--- src/include/dfs_pkg.sv ---
package dfs_pkg;
   localparam int          PRI_SECTORS   = 8;
   localparam int          SEC_SECTORS   = 4;
   localparam logic [11:0] UNLOCK1_ADDR  = 12'h555;
   localparam logic [11:0] UNLOCK2_ADDR  = 12'hAAA;
   localparam logic [11:0] PROT_RD_ADDR  = 12'h002;
   localparam logic [7:0]  UNLOCK1_DATA  = 8'hAA;
   localparam logic [7:0]  UNLOCK2_DATA  = 8'h55;
   localparam logic [7:0]  CMD_PROT_RD   = 8'h90;
   localparam logic [7:0]  CMD_PROGRAM   = 8'hA0;
   localparam logic [7:0]  CMD_ERASE     = 8'h80;
   localparam logic [7:0]  CMD_SECT_ERA  = 8'h30;
   localparam logic [7:0]  CMD_BULK_ERA  = 8'h10;
   localparam logic [7:0]  CMD_BYPASS    = 8'h20;
   localparam logic [7:0]  CMD_SUSPEND   = 8'hB0;
   localparam logic [7:0]  CMD_RESUME    = 8'h30;
   localparam logic [7:0]  CMD_RESET     = 8'hF0;
   localparam logic [7:0]  CMD_BYP_EXIT2 = 8'h00;
   localparam int          POLL_BIT      = 7;
   localparam int          TOGGLE_BIT    = 6;
   localparam int          ERROR_BIT     = 5;
   localparam int          TIMEOUT_CYC   = 1000;
   localparam int          PROG_CYC      = 16;
   localparam int          ERASE_CYC     = 64;
   localparam int          CNT_W         = 16;

   typedef enum logic [3:0] {
      DFS_READ   = 4'b0000,
      DFS_U1     = 4'b0001,
      DFS_U2     = 4'b0011,
      DFS_PGDATA = 4'b0010,
      DFS_E3     = 4'b0110,
      DFS_E4     = 4'b0111,
      DFS_E5     = 4'b0101,
      DFS_PROT   = 4'b0100,
      DFS_BYPASS = 4'b1100,
      DFS_BYP_PG = 4'b1101,
      DFS_BYP_EX = 4'b1111,
      DFS_BUSY   = 4'b1110,
      DFS_SUSP   = 4'b1010,
      DFS_ERRHLD = 4'b1011
   } dfs_state_type;
endpackage : dfs_pkg

--- src/hdl/dfs_sequencer.sv ---
// Contract
// - Primary array has eight sectors, secondary four, each selectable.
// - Protected sectors are never programmed or erased.
// - B0h suspends a running sector erase; 30h resumes it.
// - Ready/busy is 0 while programming or erasing, 1 otherwise.
// - Every sector of both arrays has its own select input.
// - Primary select high routes to primary array; secondary to secondary.
// - Bus writes never store data; each byte goes to the decoder.
// - Execute only after full byte count with gaps under the time-out.
// - Invalid byte, address or time-out aborts decoding back to read mode; an invalid byte in bypass stays in bypass.
// - Instructions begin AAh at X555h then 55h at XAAAh.
// - Only address bits 11 to 0 are decoded.
// - Unlock pair, 90h at X555h, then read at X002h gives protection.
// - Unlock pair, A0h at X555h, then data at target starts program.
// - Sector erase: six writes ending 30h at sector; more 30h append.
// - Bulk erase: same five writes then 10h at X555h erases the array.
// - Unlock pair with 20h enters bypass; then A0h and data programs.
// - Bypass left by 90h then 00h at even addresses.
// - Address latched on strobe fall, data on strobe rise.
// - Both arrays share the instruction set except identifier read.
// - Status bit 7 reads complement of programmed bit until done.
// - Status bit 6 toggles on each read while busy and selected.
// - Status bit 5 set on failure, held until reset instruction.
`timescale 1ns/1ns
`default_nettype none
module dfs_sequencer #(
   parameter int TIMEOUT = dfs_pkg::TIMEOUT_CYC,   // Inter-byte limit
   parameter int PROG_T  = dfs_pkg::PROG_CYC,      // Program duration
   parameter int ERASE_T = dfs_pkg::ERASE_CYC      // Erase duration, any sector count
) (
   input  wire logic        clock,                 // 50 MHz clock
   input  wire logic        rst_b,                 // Async reset, low
   input  wire logic [dfs_pkg::PRI_SECTORS-1:0] primary_sector_select,
   input  wire logic [dfs_pkg::SEC_SECTORS-1:0] secondary_sector_select,
   input  wire logic        write_strobe_pin_n,    // Write strobe, low
   input  wire logic        read_strobe_n,         // Read strobe, low
   input  wire logic [15:0] bus_addr,              // Bus address
   input  wire logic [7:0]  bus_data,              // Bus write data
   input  wire logic [7:0]  array_rd_data,         // Array byte at addr
   input  wire logic [dfs_pkg::PRI_SECTORS-1:0] pri_protect, // Protected
   input  wire logic [dfs_pkg::SEC_SECTORS-1:0] sec_protect, // Protected
   input  wire logic        op_fail,               // Array reports fault
   output logic             ready_busy_pin,        // 1 ready, 0 busy
   output logic      [7:0]  status_data,           // Read override data
   output logic             status_valid,          // Override active
   output logic             prog_start,            // Program pulse
   output logic      [15:0] program_address,       // Program target
   output logic      [7:0]  program_data,          // Program byte
   output logic             erase_start,           // Erase pulse
   output logic      [11:0] erase_sel,             // Sector mask
   output logic             erase_suspended,       // Suspend level
   output logic             bypass_mode            // Bypass level
);
   import dfs_pkg::*;

   ////////////////////////////////////////////////////////////////////
   logic [15:0]   w_addr;
   logic [7:0]    w_data;
   logic          w_done;
   dfs_state_type state_reg, state_next;
   logic [CNT_W-1:0] gap_reg, run_reg;
   logic [11:0]   sel_reg, esel_reg;
   logic          is_erase_reg, err_reg, tog_reg, rd_n_reg;
   logic [7:0]    pd_reg;
   logic [15:0]   pa_reg;
   logic          pstart_reg, estart_reg;

   dfs_strobe_capture u_cap (
      .clock    (clock),
      .rst_b    (rst_b),
      .wr_n     (write_strobe_pin_n),
      .bus_addr (bus_addr),
      .bus_data (bus_data),
      .addr_reg (w_addr),
      .data_reg (w_data),
      .done_reg (w_done)
   );

   function automatic logic cyc_is(input logic [11:0] a,
                                   input logic [7:0] d,
                                   input logic [11:0] ea,
                                   input logic [7:0] ed);
      cyc_is = (a == ea) && (d == ed);
   endfunction : cyc_is

   ////////////////////////////////////////////////////////////////////
   wire [11:0] cur_sel  = {secondary_sector_select, primary_sector_select};
   wire        pri_hit  = |primary_sector_select;
   wire        sec_hit  = |secondary_sector_select;
   wire        any_hit  = pri_hit | sec_hit;
   wire [11:0] a12      = w_addr[11:0];
   wire [11:0] prot_all = {sec_protect, pri_protect};
   wire        cur_prot = |(cur_sel & prot_all);
   wire [11:0] arr_mask = pri_hit ? 12'h0FF : 12'hF00;
   wire        wr_ev    = w_done & any_hit;
   wire        timed_out = (gap_reg >= CNT_W'(TIMEOUT));
   wire        even_a   = ~w_addr[0];
   wire        running  = (state_reg == DFS_BUSY);
   wire        rd_fall  = rd_n_reg & ~read_strobe_n;
   wire        is_unl1  = cyc_is(a12, w_data, UNLOCK1_ADDR, UNLOCK1_DATA);
   wire        is_unl2  = cyc_is(a12, w_data, UNLOCK2_ADDR, UNLOCK2_DATA);
   wire        is_reset = (w_data == CMD_RESET) && even_a;
   wire        run_done = (run_reg == {CNT_W{1'b0}});
   // Decoding mid-sequence states, where the gap timer applies
   wire        in_seq   = (state_reg == DFS_U1) || (state_reg == DFS_U2) ||
                          (state_reg == DFS_PGDATA) ||
                          (state_reg == DFS_E3) || (state_reg == DFS_E4) ||
                          (state_reg == DFS_E5) || (state_reg == DFS_BYP_PG) ||
                          (state_reg == DFS_BYP_EX);

   ////////////////////////////////////////////////////////////////////
   // Next-state decode; outside bypass, busy, suspend and error hold, anything not matching falls back to read mode
   logic       do_prog, do_erase, do_bulk;
   always_comb begin
      state_next = state_reg;
      do_prog    = 1'b0;
      do_erase   = 1'b0;
      do_bulk    = 1'b0;
      if (in_seq && timed_out && any_hit)
         state_next = DFS_READ;
      else if (wr_ev) begin
         case (state_reg)
            DFS_READ, DFS_PROT:
               if (is_unl1) state_next = DFS_U1;
               else state_next = DFS_READ;
            DFS_U1:
               state_next = is_unl2 ? DFS_U2 : DFS_READ;
            DFS_U2:
               if (a12 != UNLOCK1_ADDR) state_next = DFS_READ;
               else if (w_data == CMD_PROT_RD)
                  state_next = DFS_PROT;
               else if (w_data == CMD_PROGRAM)
                  state_next = DFS_PGDATA;
               else if (w_data == CMD_ERASE)
                  state_next = DFS_E3;
               else if (w_data == CMD_BYPASS)
                  state_next = DFS_BYPASS;
               else state_next = DFS_READ;
            DFS_PGDATA: begin
               do_prog    = 1'b1;
               state_next = DFS_BUSY;
            end
            DFS_E3: state_next = is_unl1 ? DFS_E4 : DFS_READ;
            DFS_E4: state_next = is_unl2 ? DFS_E5 : DFS_READ;
            DFS_E5:
               if (w_data == CMD_SECT_ERA) begin
                  do_erase   = 1'b1;
                  state_next = DFS_BUSY;
               end else if (cyc_is(a12, w_data, UNLOCK1_ADDR,
                                   CMD_BULK_ERA)) begin
                  do_bulk    = 1'b1;
                  state_next = DFS_BUSY;
               end else state_next = DFS_READ;
            DFS_BYPASS:
               if (w_data == CMD_PROGRAM && even_a)
                  state_next = DFS_BYP_PG;
               else if (w_data == CMD_PROT_RD && even_a)
                  state_next = DFS_BYP_EX;
            DFS_BYP_PG: begin
               do_prog    = 1'b1;
               state_next = DFS_BUSY;
            end
            DFS_BYP_EX:
               if (w_data == CMD_BYP_EXIT2 && even_a)
                  state_next = DFS_READ;
               else state_next = DFS_BYPASS;
            DFS_BUSY:
               if (w_data == CMD_SUSPEND && even_a && is_erase_reg)
                  state_next = DFS_SUSP;
               else if (w_data == CMD_SECT_ERA && is_erase_reg)
                  do_erase = 1'b1;
            DFS_SUSP:
               if (w_data == CMD_RESUME && even_a)
                  state_next = DFS_BUSY;
            DFS_ERRHLD:
               if (is_reset) state_next = DFS_READ;
            default: state_next = DFS_READ;
         endcase
      end else if (running && run_done)
         state_next = (op_fail || err_reg) ? DFS_ERRHLD
                    : (bypass_mode ? DFS_BYPASS : DFS_READ);
   end

   ////////////////////////////////////////////////////////////////////
   // Protected targets are dropped here: the algorithm still reports busy
   wire [11:0] add_sel  = cur_sel & ~prot_all;
   wire [11:0] bulk_sel = arr_mask & ~prot_all;

   always_ff @(posedge clock or negedge rst_b) begin
      if (!rst_b) begin
         state_reg    <= DFS_READ;
         gap_reg      <= {CNT_W{1'b0}};
         run_reg      <= {CNT_W{1'b0}};
         esel_reg     <= 12'h000;
         sel_reg      <= 12'h000;
         is_erase_reg <= 1'b0;
         err_reg      <= 1'b0;
         tog_reg      <= 1'b0;
         rd_n_reg     <= 1'b1;
         pd_reg       <= 8'h00;
         pa_reg       <= 16'h0000;
         pstart_reg   <= 1'b0;
         estart_reg   <= 1'b0;
         bypass_mode  <= 1'b0;
      end else begin
         state_reg  <= state_next;
         rd_n_reg   <= read_strobe_n;
         pstart_reg <= do_prog & ~cur_prot;
         estart_reg <= do_erase | do_bulk;
         if (wr_ev) gap_reg <= {CNT_W{1'b0}};
         else if (!timed_out) gap_reg <= gap_reg + 1'b1;
         if (wr_ev) sel_reg <= cur_sel;
         if (state_next == DFS_BYPASS) bypass_mode <= 1'b1;
         else if (state_next == DFS_READ) bypass_mode <= 1'b0;
         if (do_prog) begin
            pa_reg       <= w_addr;
            pd_reg       <= w_data;
            is_erase_reg <= 1'b0;
            run_reg      <= cur_prot ? CNT_W'(1) : CNT_W'(PROG_T);
         end else if (do_bulk) begin
            is_erase_reg <= 1'b1;
            esel_reg     <= bulk_sel;
            run_reg      <= CNT_W'(ERASE_T);
         end else if (do_erase) begin
            is_erase_reg <= 1'b1;
            esel_reg     <= running ? (esel_reg | add_sel) : add_sel;
            run_reg      <= CNT_W'(ERASE_T);
         end else if (running && !run_done)
            run_reg <= run_reg - 1'b1;
         if (running && run_done && op_fail) err_reg <= 1'b1;
         else if (state_reg == DFS_ERRHLD && wr_ev && is_reset)
            err_reg <= 1'b0;
         if (running && rd_fall && any_hit)
            tog_reg <= ~tog_reg;
      end
   end

   ////////////////////////////////////////////////////////////////////
   // Status byte replaces array data during busy, protection read, error
   // Read cycle address, not the last latched write address
   wire        prot_q   = (state_reg == DFS_PROT) &&
                          (bus_addr[11:0] == PROT_RD_ADDR);
   logic [7:0] stat_v;
   always_comb begin
      stat_v = 8'h00;
      stat_v[POLL_BIT]   = is_erase_reg ? 1'b0 : ~pd_reg[POLL_BIT];
      stat_v[TOGGLE_BIT] = tog_reg;
      stat_v[ERROR_BIT]  = err_reg;
   end
   wire [7:0] out_v  = prot_q ? {7'h00, cur_prot} : stat_v;
   wire       ov_on  = prot_q || running || (state_reg == DFS_ERRHLD);

   always_ff @(posedge clock or negedge rst_b) begin
      if (!rst_b) begin
         ready_busy_pin  <= 1'b1;
         status_data     <= 8'h00;
         status_valid    <= 1'b0;
         prog_start      <= 1'b0;
         program_address <= 16'h0000;
         program_data    <= 8'h00;
         erase_start     <= 1'b0;
         erase_sel       <= 12'h000;
         erase_suspended <= 1'b0;
      end else begin
         ready_busy_pin  <= ~running;
         status_data     <= ov_on ? out_v : array_rd_data;
         status_valid    <= ov_on & any_hit;
         prog_start      <= pstart_reg;
         program_address <= pa_reg;
         program_data    <= pd_reg;
         erase_start     <= estart_reg;
         erase_sel       <= esel_reg;
         erase_suspended <= (state_reg == DFS_SUSP);
      end
   end
endmodule : dfs_sequencer
`default_nettype wire

--- src/hdl/dfs_strobe_capture.sv ---
`timescale 1ns/1ns
`default_nettype none
// Latches address on the falling write edge and data on the rising edge
module dfs_strobe_capture (
   input  wire logic        clock,      // System clock
   input  wire logic        rst_b,      // Async reset, active low
   input  wire logic        wr_n,       // Write strobe, active low
   input  wire logic [15:0] bus_addr,   // Bus address
   input  wire logic [7:0]  bus_data,   // Bus data
   output logic      [15:0] addr_reg,   // Address latched at fall
   output logic      [7:0]  data_reg,   // Data latched at rise
   output logic             done_reg    // Write complete pulse
);
   logic wr_n_reg;
   wire  fall_edge = wr_n_reg & ~wr_n;
   wire  rise_edge = ~wr_n_reg & wr_n;

   always_ff @(posedge clock or negedge rst_b) begin
      if (!rst_b) begin
         wr_n_reg <= 1'b1;
         addr_reg <= 16'h0000;
         data_reg <= 8'h00;
         done_reg <= 1'b0;
      end else begin
         wr_n_reg <= wr_n;
         done_reg <= rise_edge;
         if (fall_edge) addr_reg <= bus_addr;
         if (rise_edge) data_reg <= bus_data;
      end
   end
endmodule : dfs_strobe_capture
`default_nettype wire

--- config.mk ---
export PLATFORM = sky130hd
export DESIGN_NAME = dfs_sequencer
export DESIGN_NICKNAME = d
export VERILOG_FILES = /design/src/include/dfs_pkg.sv /design/src/hdl/dfs_sequencer.sv /design/src/hdl/dfs_strobe_capture.sv
export SDC_FILE = /design/constraint.sdc
export NUM_CORES = 1
export LEC_CHECK = 0
export BUFFER_PORTS_ARGS = -buffer_cell sky130_fd_sc_hd__buf_2
export CORE_AREA = 3 3 135 150
export CTS_CLUSTER_DIAMETER = 120
export CTS_CLUSTER_SIZE = 28
export DETAILED_ROUTE_END_ITERATION = 16
export DIE_AREA = 0 0 138 153
export PLACE_DENSITY = 0.57
export SLEW_MARGIN = 20
export SYNTH_ARGS = -nofsm -noshare
export SYNTH_HDL_FRONTEND = slang
export SYNTH_SLANG_ARGS = --single-unit
--- constraint.sdc ---
create_clock -name clock -period 3.53 [get_ports clock]
set_input_delay 0.706 -clock clock [delete_from_list [all_inputs] [get_ports clock]]
set_output_delay 0.706 -clock clock [all_outputs]
set_load 0.1 [all_outputs]
==> summary.txt <==
Routing
  • Remaining antenna violation count: 0
  • Drt total wl: approximately 15,000 µm
  • DRT Pass-1 Iters: 4
  • M1 WL: 6730 µm
  • Met3 wire len: 816 µm
  • Average routed wire per standard cell: 16.3 µm
  • Vias: about 4,600
  • Highest routed layer: met4
  • Metal2 WL: 7010 µm
  • First DRT Iteration DRCs: 263
  • Residual DRC: 0
  • Via-to-Cell Ratio: 5.05

Logic synthesis
  • Yosys Warn Count: 0
  • Post-synth top flop: dfrtp_1
  • Syn avg cell area: around 12 µm²
  • Syn nets: 600
  • Sequential-to-total area share from yosys stat: 59.2%
  • Post-Synthesis Cell Area: 6510 µm²
  • Gate Count Post-Synth: 536
  • Seq cells post-synth: 154
  • Post-synth EDFFs: 0
  • Post-synth ARST share: 100%
  • Cell variety after synth: 71

Timing
  • Skew final: 0.00570 ns
  • Hold WS: around 0.32 ns
  • Fin. max-slew vios: 0
  • Peak Freq: 368 MHz
  • RSZ-0062 raised after global routing: no
  • Post-Route Setup TNS: 0 ns
  • Final Cycle Share: 77.0%
  • Final Hold Viols: 0
  • Setup-failing EPs final: 0
  • Least-Margin Pin Slew: 0.969 ns
  • Max_slew headroom: 35.3%
  • Shortest period the worst path allows: 2.72 ns

GRT
  • Antenna violations before repair: 0
  • Largest net degree at the start of global routing: 82
  • Grt ovf: 0
  • Gr usage total: about 15%
  • Vias in the first global route: 4,758
  • First-pass GRT wire length: 24,900 µm

Finish
  • Ant. Diodes: 0
  • Commonest non-fill, non-tap cells in the layout: dfrtp_1, buf_2, nor2_1
  • Final nets: 717
  • Layout cell share with drive strength beyond 1: 33.3%
  • Area growth syn-to-layout: 21.8%
  • Cell area after layout: 7940 µm²
  • Filler cells: 1,871
  • Commonest non-fill, non-tap cell in the layout: dfrtp_1
  • Final core utilization: a little over two fifths

Power and ir drop
  • Cell Pwr Density: 881 nW/µm²
  • Power Total: roughly 7000 µW
  • Max rail drop VDD: about 730 µV
  • Leakage Power: 0.00367 µW

Floorplan
  • Die H: 153 µm
  • Die area: around 21,000 µm²
  • Core Region: 19,000 µm²
  • Rows: between 50 and 60
  • Die width: 138 µm
  • Initial Util: around a third
  • IO Count: 111

Clock network
  • CTS max path bufs: 2
  • Post-CTS Setup Repair Bufs: 0
  • Total CTS buffers: 17
  • Post-CTS Hold Fix Bufs: 0
  • Worst-path clk slew: 0.06 ns
  • CTS tree: yes
  • Clk_lat worst skew: 0.42 ns
  • Cts repair resizes: 0
  • CTS Sinks: about 150
  • Root Driver: clkbuf_16
  • H-tree lvl count: 4

Min path
  • Worst hold-check path type: input pin to asynchronous set/reset pin

Critical path
  • Crit path launch type: flip-flop
  • Critical Setup Path Class: flip-flop to flip-flop
  • Slowest stage delay, CP: 0.68 ns
  • Crit path buf inv count: 1
  • Critical Path RT: 3.83 ns
  • Arr. time, crit path: 3.02 ns
  • FF-to-FF path depth: 7
  • R2r startpoint: state_reg[1]
  • CP cell instances: nand2b_4 > nor2_4 > inv_2 > nor3_1 > nor2_1 > or3_1 > a22o_1
  • Crit path depth: 7
  • Critical path endpoint category: flip-flop
  • Register-to-register setup slack: 0.81 ns
  • Crit-path max FO: 13
  • End point of the critical path: esel_reg[6]
  • Slowest-stage cell, CP: dfrtp_1
  • Crit path max-delay family: simple AND/OR/NAND/NOR gates
  • Crit path launch: state_reg[1]
  • Crit Reg-Reg Endpoint: esel_reg[6]

Place
  • # port buffers: 110
  • Post-DP HPWL: 10,900 µm
  • GP Congestion: 0.935
  • Area post-placement: 7320 µm²

Run status
  • Status: completed

Run
  • Max-Cap Viols: 0
## how the worst min path moves through the flow
stage	to	slack, ns	cells after the start
after detailed placement	prog_start	0.34	0
after global placement	prog_start	0.34	0
after floorplan	erase_start	0.33	0
after CTS	erase_sel[8]	0.35	1
final	erase_sel[8]	0.32	1
after global routing	status_data[0]	0.36	1
## power breakdown
part / total (µW) / internal [µW] / switching [µW]
Combinational: 2510 / 570 / 1940
Clock: 1860 / 1170 / 687
Sequential: 2620 / 2250 / 372
Total: 6990 / 3990 / 3000
## layout make-up
cell class                      instances  area, µm²  area share (%)
Sequential cell                       154       3860            48.6
Clock inverter                         10        140            1.77
Timing Repair Buffer                  116        614            7.74
Tap cell                              247        309            3.89
Inverter                               18       67.6           0.851
Multi-Input combinational cell        346       2470            31.2
Clock buffer                           22        474            5.98
## worst reg2reg max path: cells and delay by family (launching register included)
kind | cells | cell delay [ns]
and+or+nand+nor | 5 | 1.44
buffers and inverters | 1 | 0.16
AOI/OAI and AO/OA | 1 | 0.33
DFF | 1 | 0.68
## metal layers
layer	GRT usage, %	vias up
met4	5.84	0
met1	19.3	2278
li1	-	2160
met2	22.5	150
met3	4.44	27
met5	0	-
## synth_stat cells (all sizes together) (4+ instances only)
cell | n | area (µm²)
a22o | 8 | 70.1
or3 | 6 | 37.5
mux2 | 45 | 507
nor3 | 14 | 80.1
a21oi | 20 | 104
a22oi | 6 | 45.0
and3 | 4 | 25.0
nand4 | 8 | 56.3
o21ai | 10 | 57.6
xor2 | 13 | 114
nand3 | 18 | 103
inv | 18 | 67.6
and4 | 4 | 35.0
nor4b | 5 | 43.8
a31oi | 7 | 73.8
nand2 | 38 | 153
buf | 10 | 66.3
xnor2 | 8 | 70.1
clkbuf | 8 | 50.1
nor2 | 49 | 194
nor4 | 15 | 140
nor2b | 7 | 46.3
and2 | 11 | 68.8
o31ai | 7 | 52.6
dfrtp | 151 | 3780
## per-stage QoR
stage | cells | setup WS [ns]
floorplan | 536 | 1.17
global placement | 881 | 0.588
detailed placement | 881 | 0.566
CTS | 913 | 0.809
global route | 913 | 0.597
finish | 913 | 0.813
## kinds of logic (layout without fill, tap and decap cells)
| logic type | count (synthesis) | count (layout) | synth area share [%] |
|---|---|---|---|
| xor gates and xnor gates | 21 | 21 | 2.82 |
| adders and majority gates | 3 | 3 | 0.576 |
| muxes | 48 | 48 | 8.24 |
| DFF | 154 | 154 | 59.2 |
| AOI/OAI and AO/OA | 77 | 77 | 8.66 |
| buffers and inverters | 36 | 166 | 2.82 |
| and+or+nand+nor | 197 | 197 | 17.7 |
No activity file was read; power rests on OpenSTA's default activity.
